==> src/include/clkrst_defs.svh <==
// Timing counts, limits and reset values for the clock and reset generator.
`ifndef CLKRST_DEFS_SVH
`define CLKRST_DEFS_SVH
// ***********************************************
// Multiplier range and reset values
// ***********************************************
`define PLL_MULT_MIN 4'h4
`define PLL_MULT_MAX 4'hF
`define PLL_MULT_RST 4'h4
// ***********************************************
// Reset stretch and lock timing (core_clk cycles)
// ***********************************************
`define RST_STRETCH_CYCLES 16'h0400
`define LOCK_WAIT_CYCLES 12'h100
// DSP clock ceilings in kHz for the two part grades.
`define DSP_MAX_KHZ_SLOW 32'd147456
`define DSP_MAX_KHZ_FAST 32'd159744
`define REF_KHZ 32'd10000
`endif

==> src/include/clkrst_pkg.sv <==
// Types shared by the clock and reset generator files.
package clkrst_pkg;
  typedef enum logic [1:0] {
    PLL_BYPASS = 2'b00,
    PLL_LOCKING = 2'b01,
    PLL_RUN = 2'b10
  } pll_state_e;
  typedef logic [3:0] mult_t;
endpackage

==> src/logic/clk_div.sv <==
// Programmable divider giving a one-cycle enable pulse every div_sel+1 cycles.
module clk_div (
  // Clock and reset
  input wire logic core_clk,
  input wire logic rst_n,
  // Control
  input wire logic enable,
  input wire logic [7:0] div_sel,
  // Enable out
  output logic tick
);
  logic [7:0] cnt_r;
  logic [7:0] cnt_nxt;
  wire wrap = (cnt_r >= div_sel);
  assign cnt_nxt = wrap ? 8'h00 : cnt_r + 8'h01;
  // Counter restarts whenever the generator is disabled.
  always_ff @(posedge core_clk or negedge rst_n) begin
    if (!rst_n) begin
      cnt_r <= 8'h00;
      tick <= 1'b0;
    end else if (!enable) begin
      cnt_r <= 8'h00;
      tick <= 1'b0;
    end else begin
      cnt_r <= cnt_nxt;
      tick <= wrap;
    end
  end
endmodule

==> src/logic/clkrst_gen.sv <==
// Clock and reset generation: PLL control, bypass, reset combine and stretch, clock enables.
`include "clkrst_defs.svh"
// ***********************************************
// Clock and reset generator
// ***********************************************
// Everything runs on the reference clock; slower clocks are one-cycle enables.
// The analog PLL sits outside: this block only enables it, hands it the factor,
// and switches the PWM timing over once the lock has held long enough.
module clkrst_gen
  import clkrst_pkg::*;
#(
  parameter int RST_STRETCH = `RST_STRETCH_CYCLES,
  parameter logic FAST_GRADE = 1'b0
) (
  // Reference clock and power-on async reset
  input wire logic core_clk,
  input wire logic rst_n,
  // Pins and supply monitors
  input wire logic system_reset_in_n,
  input wire logic crystal_in,
  input wire logic pll_supply_ok,
  input wire logic core_supply_ok,
  input wire logic pwm_supply_ok,
  // Firmware control
  input wire logic pll_cfg_valid,
  input wire logic [3:0] pll_mult,
  input wire logic pll_lock_in,
  input wire logic [3:0] gen_enable,
  input wire logic [7:0] dsp_div,
  input wire logic [7:0] spdif_div,
  input wire logic [7:0] conv_div,
  input wire logic [7:0] mclk_div,
  // Outputs
  output logic oscillator_buffer_out,
  output logic reset_indicator_out_n,
  output logic sys_reset_n,
  output logic pll_enable,
  output logic [3:0] pll_mult_out,
  output logic pll_bypass,
  output logic pwm_clk_sel_pll,
  output logic [3:0] gen_tick,
  output logic dsp_limit_err
);
  // ***********************************************
  // Input synchronisers
  // ***********************************************
  logic ext_rst_n_s;
  logic pll_ok_s;
  logic core_ok_s;
  logic pwm_ok_s;
  logic xtal_s;
  // Every pin level passes two flip-flops before any logic reads it.
  // The reset value 0 reads as held in reset or supply not yet good,
  // so the block starts out safe until real samples have arrived.
  sync2 #(.RST_VAL(1'b0)) u_sync_rst (
    .core_clk(core_clk),
    .rst_n(rst_n),
    .d(system_reset_in_n),
    .q(ext_rst_n_s)
  );
  sync2 #(.RST_VAL(1'b0)) u_sync_pll (
    .core_clk(core_clk),
    .rst_n(rst_n),
    .d(pll_supply_ok),
    .q(pll_ok_s)
  );
  sync2 #(.RST_VAL(1'b0)) u_sync_core (
    .core_clk(core_clk),
    .rst_n(rst_n),
    .d(core_supply_ok),
    .q(core_ok_s)
  );
  sync2 #(.RST_VAL(1'b0)) u_sync_pwm (
    .core_clk(core_clk),
    .rst_n(rst_n),
    .d(pwm_supply_ok),
    .q(pwm_ok_s)
  );
  sync2 #(.RST_VAL(1'b0)) u_sync_xtal (
    .core_clk(core_clk),
    .rst_n(rst_n),
    .d(crystal_in),
    .q(xtal_s)
  );

  // ***********************************************
  // Power-on pulse and brown-out
  // ***********************************************
  logic pll_ok_d_r;
  logic por_pulse_r;
  // A rising supply-good level, first or after a droop, gives one pulse.
  wire por_rise = pll_ok_s & ~pll_ok_d_r;
  // Brown-out only drives the pin; it never restarts the internal reset.
  wire brown_out = ~core_ok_s | ~pwm_ok_s;
  // The supply must be good for the pulse to end; while low, power-on is held.
  // The rising edge itself also counts, so the pin does not blink high for
  // one cycle between the supply returning and the registered pulse.
  wire por_active = por_pulse_r | por_rise | ~pll_ok_s;
  always_ff @(posedge core_clk or negedge rst_n) begin
    if (!rst_n) begin
      pll_ok_d_r <= 1'b0;
      por_pulse_r <= 1'b0;
    end else begin
      pll_ok_d_r <= pll_ok_s;
      por_pulse_r <= por_rise;
    end
  end

  // ***********************************************
  // Reset output pin
  // ***********************************************
  // Registered so the pin never glitches on decode.
  wire rst_ind_nxt = ~(por_active | brown_out);
  always_ff @(posedge core_clk or negedge rst_n) begin
    if (!rst_n) begin
      reset_indicator_out_n <= 1'b0;
    end else begin
      reset_indicator_out_n <= rst_ind_nxt;
    end
  end

  // ***********************************************
  // System reset combine and stretch counter
  // ***********************************************
  // The count runs on the reference clock, which keeps running in reset, so the
  // stretch lasts RST_STRETCH reference periods after the last request ends.
  logic [15:0] stretch_r;
  logic [15:0] stretch_nxt;
  wire rst_req = ~ext_rst_n_s | por_active;
  wire stretch_done = (stretch_r == RST_STRETCH[15:0]);
  assign stretch_nxt = rst_req ? 16'h0000 : (stretch_done ? stretch_r : stretch_r + 16'h0001);
  // Any new request restarts the count, so every release gets the full stretch.
  always_ff @(posedge core_clk or negedge rst_n) begin
    if (!rst_n) begin
      stretch_r <= 16'h0000;
      sys_reset_n <= 1'b0;
    end else begin
      stretch_r <= stretch_nxt;
      sys_reset_n <= ~rst_req & stretch_done;
    end
  end
  // Internal reset as the rest of this block sees it.
  wire in_reset = ~sys_reset_n;

  // ***********************************************
  // PLL control and bypass state machine
  // ***********************************************
  pll_state_e state_r;
  pll_state_e state_nxt;
  logic [11:0] lock_cnt_r;
  logic [3:0] mult_r;
  logic lock_s;
  // The analog lock flag comes from outside the clock domain as well.
  sync2 #(.RST_VAL(1'b0)) u_sync_lock (
    .core_clk(core_clk),
    .rst_n(rst_n),
    .d(pll_lock_in),
    .q(lock_s)
  );
  // State decodes read by the control, the ceiling check and the outputs.
  function automatic logic is_run(input pll_state_e s);
    return (s == PLL_RUN);
  endfunction
  function automatic logic is_bypass(input pll_state_e s);
    return (s == PLL_BYPASS);
  endfunction
  wire run_w = is_run(state_r);
  wire bypass_w = is_bypass(state_r);
  // Out-of-range factors are refused; the PLL stays bypassed until a legal one arrives.
  wire mult_ok = (pll_mult >= `PLL_MULT_MIN) && (pll_mult <= `PLL_MULT_MAX);
  // A request is taken only as a whole: valid together with a legal factor.
  wire cfg_take = pll_cfg_valid && mult_ok;
  wire lock_seen = lock_s && (lock_cnt_r == `LOCK_WAIT_CYCLES);
  // Next-state decode; the spare code falls back to bypass.
  always_comb begin
    state_nxt = state_r;
    unique case (state_r)
      PLL_BYPASS: begin
        if (cfg_take) begin
          state_nxt = PLL_LOCKING;
        end
      end
      PLL_LOCKING: begin
        if (!pll_cfg_valid) begin
          state_nxt = PLL_BYPASS;
        end else if (lock_seen) begin
          state_nxt = PLL_RUN;
        end
      end
      PLL_RUN: begin
        if (!pll_cfg_valid || !lock_s) begin
          state_nxt = PLL_BYPASS;
        end
      end
      default: begin
        state_nxt = PLL_BYPASS;
      end
    endcase
  end
  // The factor is latched at the take, so later changes on the pins wait for a new request.
  // The wait filters a lock flag that chatters while the loop is still settling.
  // Lock must hold steadily for the wait count; a drop restarts it.
  always_ff @(posedge core_clk or negedge rst_n) begin
    if (!rst_n) begin
      state_r <= PLL_BYPASS;
      lock_cnt_r <= 12'h000;
      mult_r <= `PLL_MULT_RST;
    end else if (in_reset) begin
      state_r <= PLL_BYPASS;
      lock_cnt_r <= 12'h000;
    end else begin
      state_r <= state_nxt;
      if (bypass_w && cfg_take) begin
        mult_r <= pll_mult;
      end
      if (state_r != PLL_LOCKING || !lock_s) begin
        lock_cnt_r <= 12'h000;
      end else if (!lock_seen) begin
        lock_cnt_r <= lock_cnt_r + 12'h001;
      end
    end
  end

  // ***********************************************
  // DSP clock ceiling check
  // ***********************************************
  // Equal rates pass: only a rate strictly above the grade ceiling is refused.
  // Only RUN is checked, because in bypass the DSP runs at the reference.
  // DSP rate = ref * mult / (dsp_div + 1); compare in kHz without dividing.
  wire [31:0] pll_khz = `REF_KHZ * {28'h0, mult_r};
  wire [31:0] dsp_cap = FAST_GRADE ? `DSP_MAX_KHZ_FAST : `DSP_MAX_KHZ_SLOW;
  wire [39:0] cap_scaled = {8'h00, dsp_cap} * {32'h0, dsp_div} + {8'h00, dsp_cap};
  wire dsp_over = ({8'h00, pll_khz} > cap_scaled) && run_w;
  // The DSP generator is held off while the ratio would exceed the grade limit.
  wire [3:0] gen_en_eff = in_reset ? 4'h0 : {gen_enable[3:1], gen_enable[0] & ~dsp_over};

  // ***********************************************
  // Clock generators: DSP, S/PDIF, converter, MCLK
  // ***********************************************
  // Each generator restarts from zero when switched off, so the first tick after an
  // enable comes one full period later and firmware never sees a short first period.
  // The dividers share one clock and differ only in their selection and enable.
  logic [3:0] tick_w;
  wire [7:0] div_sel [4];
  assign div_sel[0] = dsp_div;
  assign div_sel[1] = spdif_div;
  assign div_sel[2] = conv_div;
  assign div_sel[3] = mclk_div;
  genvar gi;
  generate
    for (gi = 0; gi < 4; gi++) begin : g_gen
      clk_div u_div (
        .core_clk(core_clk),
        .rst_n(rst_n),
        .enable(gen_en_eff[gi]),
        .div_sel(div_sel[gi]),
        .tick(tick_w[gi])
      );
    end
  endgenerate

  // ***********************************************
  // Registered outputs
  // ***********************************************
  // Every top-level output leaves a flip-flop, so nothing downstream sees decode glitches.
  // The oscillator copy is a sampled image, only as fine as the reference clock.
  // Oscillator keeps running in reset, so its copy is never gated.
  always_ff @(posedge core_clk or negedge rst_n) begin
    if (!rst_n) begin
      oscillator_buffer_out <= 1'b0;
      pll_enable <= 1'b0;
      pll_mult_out <= `PLL_MULT_RST;
      pll_bypass <= 1'b1;
      pwm_clk_sel_pll <= 1'b0;
      gen_tick <= 4'h0;
      dsp_limit_err <= 1'b0;
    end else begin
      oscillator_buffer_out <= xtal_s;
      pll_enable <= ~in_reset & ~bypass_w;
      pll_mult_out <= mult_r;
      pll_bypass <= ~run_w;
      pwm_clk_sel_pll <= run_w;
      gen_tick <= tick_w;
      dsp_limit_err <= dsp_over;
    end
  end
endmodule

==> src/logic/sync2.sv <==
// Two flip-flop level synchroniser with a constant reset value.
module sync2 #(
  parameter logic RST_VAL = 1'b0
) (
  // Clock and reset
  input wire logic core_clk,
  input wire logic rst_n,
  // Level in and out
  input wire logic d,
  output logic q
);
  logic meta_r;
  // The first stage feeds only the second stage.
  always_ff @(posedge core_clk or negedge rst_n) begin
    if (!rst_n) begin
      meta_r <= RST_VAL;
      q <= RST_VAL;
    end else begin
      meta_r <= d;
      q <= meta_r;
    end
  end
endmodule
==> config.mk <==
export PLATFORM = sky130hd
export DESIGN_NAME = clkrst_gen
export DESIGN_NICKNAME = d
export VERILOG_FILES = /design/src/include/clkrst_pkg.sv /design/src/logic/clk_div.sv /design/src/logic/clkrst_gen.sv /design/src/logic/sync2.sv
export VERILOG_INCLUDE_DIRS = /design/src /design/src/include
export SDC_FILE = /design/constraint.sdc
export NUM_CORES = 1
export LEC_CHECK = 0
export BUFFER_PORTS_ARGS = -buffer_cell sky130_fd_sc_hd__clkbuf_2
export CAP_MARGIN = 20
export CORE_MARGIN = 4
export CORE_UTILIZATION = 50
export DETAILED_ROUTE_END_ITERATION = 12
export PLACE_DENSITY = 0.78
export SETUP_SLACK_MARGIN = 0.4
export SLEW_MARGIN = 10
export SYNTH_ARGS = -nofsm -noshare
export SYNTH_HDL_FRONTEND = slang
export SYNTH_SLANG_ARGS = --single-unit
==> constraint.sdc <==
create_clock -name core_clk -period 5.4 [get_ports core_clk]
set_input_delay 0.54 -clock core_clk [delete_from_list [all_inputs] [get_ports core_clk]]
set_output_delay 0.54 -clock core_clk [all_outputs]
set_load 0.02 [all_outputs]
==> metrics.csv <==
stage;metric;value;unit
power;Pleak;3.27;nW
setup_path;kind of start point of the critical path;flip-flop;
job;MaxCap Viol Count;0;
setup_path;worst r2r src;mult_r[2]$_DFFE_PN1P_;
run_status;status;complete, no violations;
finish;most used cells in the layout excluding fill and tap cells;dfrtp_1 (96), ha_1 (68), clkbuf_2 (62), nor2_1 (49), inv_1 (47);
setup_path;Critical Path AT;4730;ps
power;internal power;1.26;mW
finish;# diodes;0;
sta;final hold violation count;0;
floorplan;width of the die;115;um
setup_path;CP startpoint;mult_r[2]$_DFFE_PN1P_;
sta;Worst Tran Pin Value;644;ps
floorplan;initial core utilization;52.2;%
sta;fin crit period;4540;ps
place;Post-DP HPWL;8250;um
floorplan;area of the core;11000;um^2
clock_tree;Reg clk slew, reported paths;70;ps
finish;Syn-to-layout area delta;14.2;%
routing;final wirelength;11100;um
power;sequential share of power;46.2;%
clock_tree;Post-CTS Resized;0;
finish;fraction of layout cells with a size suffix above 1;15.2;%
sta;Setup Skew;10.2;ps
global_routing;initial antenna violation count;0;
place;RePlAce Congestion;0.921;
power;clock power share;45.1;%
clock_tree;CTS tree;yes;
synth;Yosys Warn Count;0;
sta;Slew headroom;57.1;%
global_routing;first-pass GRT wire length;19300;um
routing;via count;4336;
routing;remaining antenna violation count;0;
sta;final-report max-slew violation count;0;
setup_path;CP Capture Type;flip-flop;
sta;fin crit share;84.1;%
sta;final-report setup violation count;0;
clock_tree;Post-CTS Setup Bufs;0;
worst_hold_path;worst hold path class;in -> async;
routing;DR pass1 iterations;4;
global_routing;total track usage;17.8;%
finish;Util after Layout;59.6;%
power;combinational share of power;8.7;%
setup_path;Crit Path Category;reg -> reg;
sta;RSZ-0062 raised after global routing;false;
setup_path;Crit path required time;5590;ps
synth;top_reg_cell synth;dfrtp_1;
clock_tree;CTS H-tree depth;3;
synth;Net Count, Synth;690;
global_routing;GR Overflow Total;0;
synth;Yosys cell types;51;
clock_tree;Clock Sinks;99;
clock_tree;clk_lat worst skew;350;ps
place;IO Port Bufs;63;
global_routing;vias in the first global route;4265;
sta;Fmax;220;MHz
clock_tree;Clock Path Buffers;2;
sta;Fin Hold WS;191;ps
synth;Post-synth EDFFs;0;
finish;commonest non-fill, non-tap cell in the layout;dfrtp_1;
routing;# DRC;0;
clock_tree;CTS Buf Count;9;
synth;#FFs+latches synth;99;
routing;DR vias/cell;5.54;
synth;Post-Synthesis Cells;569;
clock_tree;Hold Buf Count CTS;0;
floorplan;Die Ht;115;um
synth;sequential-to-total area share from yosys stat;43.1;%
synth;asr flop ratio synth;100;%
floorplan;overall die area;13300;um^2
power;Psw;0.365;mW
clock_tree;clk root buf;clkbuf_16;
synth;synthesized area;5760;um^2
floorplan;I/O Pins;64;
sta;Setup Total Neg Slack;0;ps
power;power density over cell area;247;nW/um^2
power;Worst VDD drop;207;uV
floorplan;row count;38;
synth;mean area per synthesized cell;10.1;um^2
routing;WL per Instance;14.2;um
global_routing;largest net degree at the start of global routing;53;
setup_path;Max FO, Critical Path;10;
power;Sw Ratio;22.5;%
power;Total Power;1.62;mW
finish;Final nets;760;
routing;Detailed Route Iter0 Violations;235;
-- power groups by stage --
stage | Clock, mW | Sequential, mW | Combinational [mW]
5_1_grt | 0.775 | 0.750 | 0.161
4_1_cts | 0.749 | 0.750 | 0.142
3_3_place_gp | 0 | 0.764 | 0.135
3_5_place_dp | 0 | 0.764 | 0.141
6_report | 0.731 | 0.750 | 0.141
2_1_floorplan | 0 | 0.764 | 0.0853
-- path summary, 6_finish.rpt --
check                                               endpoint  slack (ps)  cells after the start
setup / recovery           g_gen[0].u_div.cnt_r[2]$_DFF_PN0_         860                     17
hold / removal             g_gen[1].u_div.cnt_r[6]$_DFF_PN0_         190                      1
setup reg to reg           g_gen[0].u_div.cnt_r[2]$_DFF_PN0_         860                     17
hold reg to reg                       u_sync_pwm.q$_DFF_PN0_         350                      0
max in group asynchronous           stretch_r[3]$_DFFE_PN0N_        4140                      2
min in group core_clk           u_sync_xtal.meta_r$_DFF_PN0_         300                      1
-- kinds of logic (layout without fill, tap and decap cells) --
kind of cell / count (synthesis) / count (layout) / synth area share [%]
xor gates and xnor gates: 52 / 52 / 7.91
DFF: 99 / 99 / 43.1
adders and majority gates: 72 / 72 / 16.2
AOI/OAI and AO/OA: 74 / 74 / 8.58
muxes: 5 / 5 / 0.978
and+or+nand+nor: 215 / 215 / 19.9
buffers and inverters: 52 / 126 / 3.39
-- per-stage QoR --
step | area, um^2 | instances | worst slack, ps
floorplan | 5760 | 569 | 1300
global placement | 6240 | 768 | 1060
detailed placement | 6240 | 768 | 878
CTS | 6580 | 783 | 848
global route | 6580 | 783 | 520
finish | 6580 | 783 | 861
-- synth_stat cells (all sizes together), types with 6 or more instances --
cell type	number	area, um^2
a21oi	16	80.1
nor2	49	184
nand4	8	50.1
nand2b	6	37.5
nor3	30	150
a211oi	6	55.1
a21o	10	75.1
xnor2	18	158
o21ai	18	90.1
nor2b	7	43.8
nand3	33	165
ha	68	851
nand2	23	86.3
nor4	12	90.1
nor4b	6	52.6
dfrtp	96	2400
inv	47	176
and3	15	93.8
xor2	34	298
o21a	7	52.6
-- critical path: stages, from the launching register on --
cell,delay (ps)
dfstp_2,610
inv_1,130
fa_1,530
inv_1,50
ha_1,330
fa_1,460
a21o_1,170
a21oi_1,210
nor2b_1,70
o21ai_0,210
xnor2_1,100
ha_1,310
o21ai_0,90
nand2b_1,70
a21oi_1,70
a211o_1,300
nor4_4,540
nor4_1,140
-- registers in the layout, summed over array words and instances (netlist names), 2 cells and up --
register / flops
g_gen.u_div.cnt_r: 32
mult_r: 4
pll_mult_out: 4
gen_tick: 4
g_gen.u_div.tick: 4
lock_cnt_r: 12
state_r: 2
stretch_r: 16
-- metal layers --
metal  wire length, um  GRT usage [%]  vias up
li1                  -              -     2145
met1              4970           22.9     2073
met2              5370           29.7      106
met3               624           4.79       12
met4               165           5.01        0
met5                 0              0        -
-- area by class of cell --
type | count | area, um^2
Inverter | 47 | 176
Tap cell | 140 | 175
Clock inverter | 6 | 113
Timing Repair Buffer | 64 | 325
Multi-Input combinational cell | 418 | 3080
Clock buffer | 9 | 225
Sequential cell | 99 | 2480
Fill cell | 926 | 4450
Note: power is estimated with default switching activity, not from simulation.
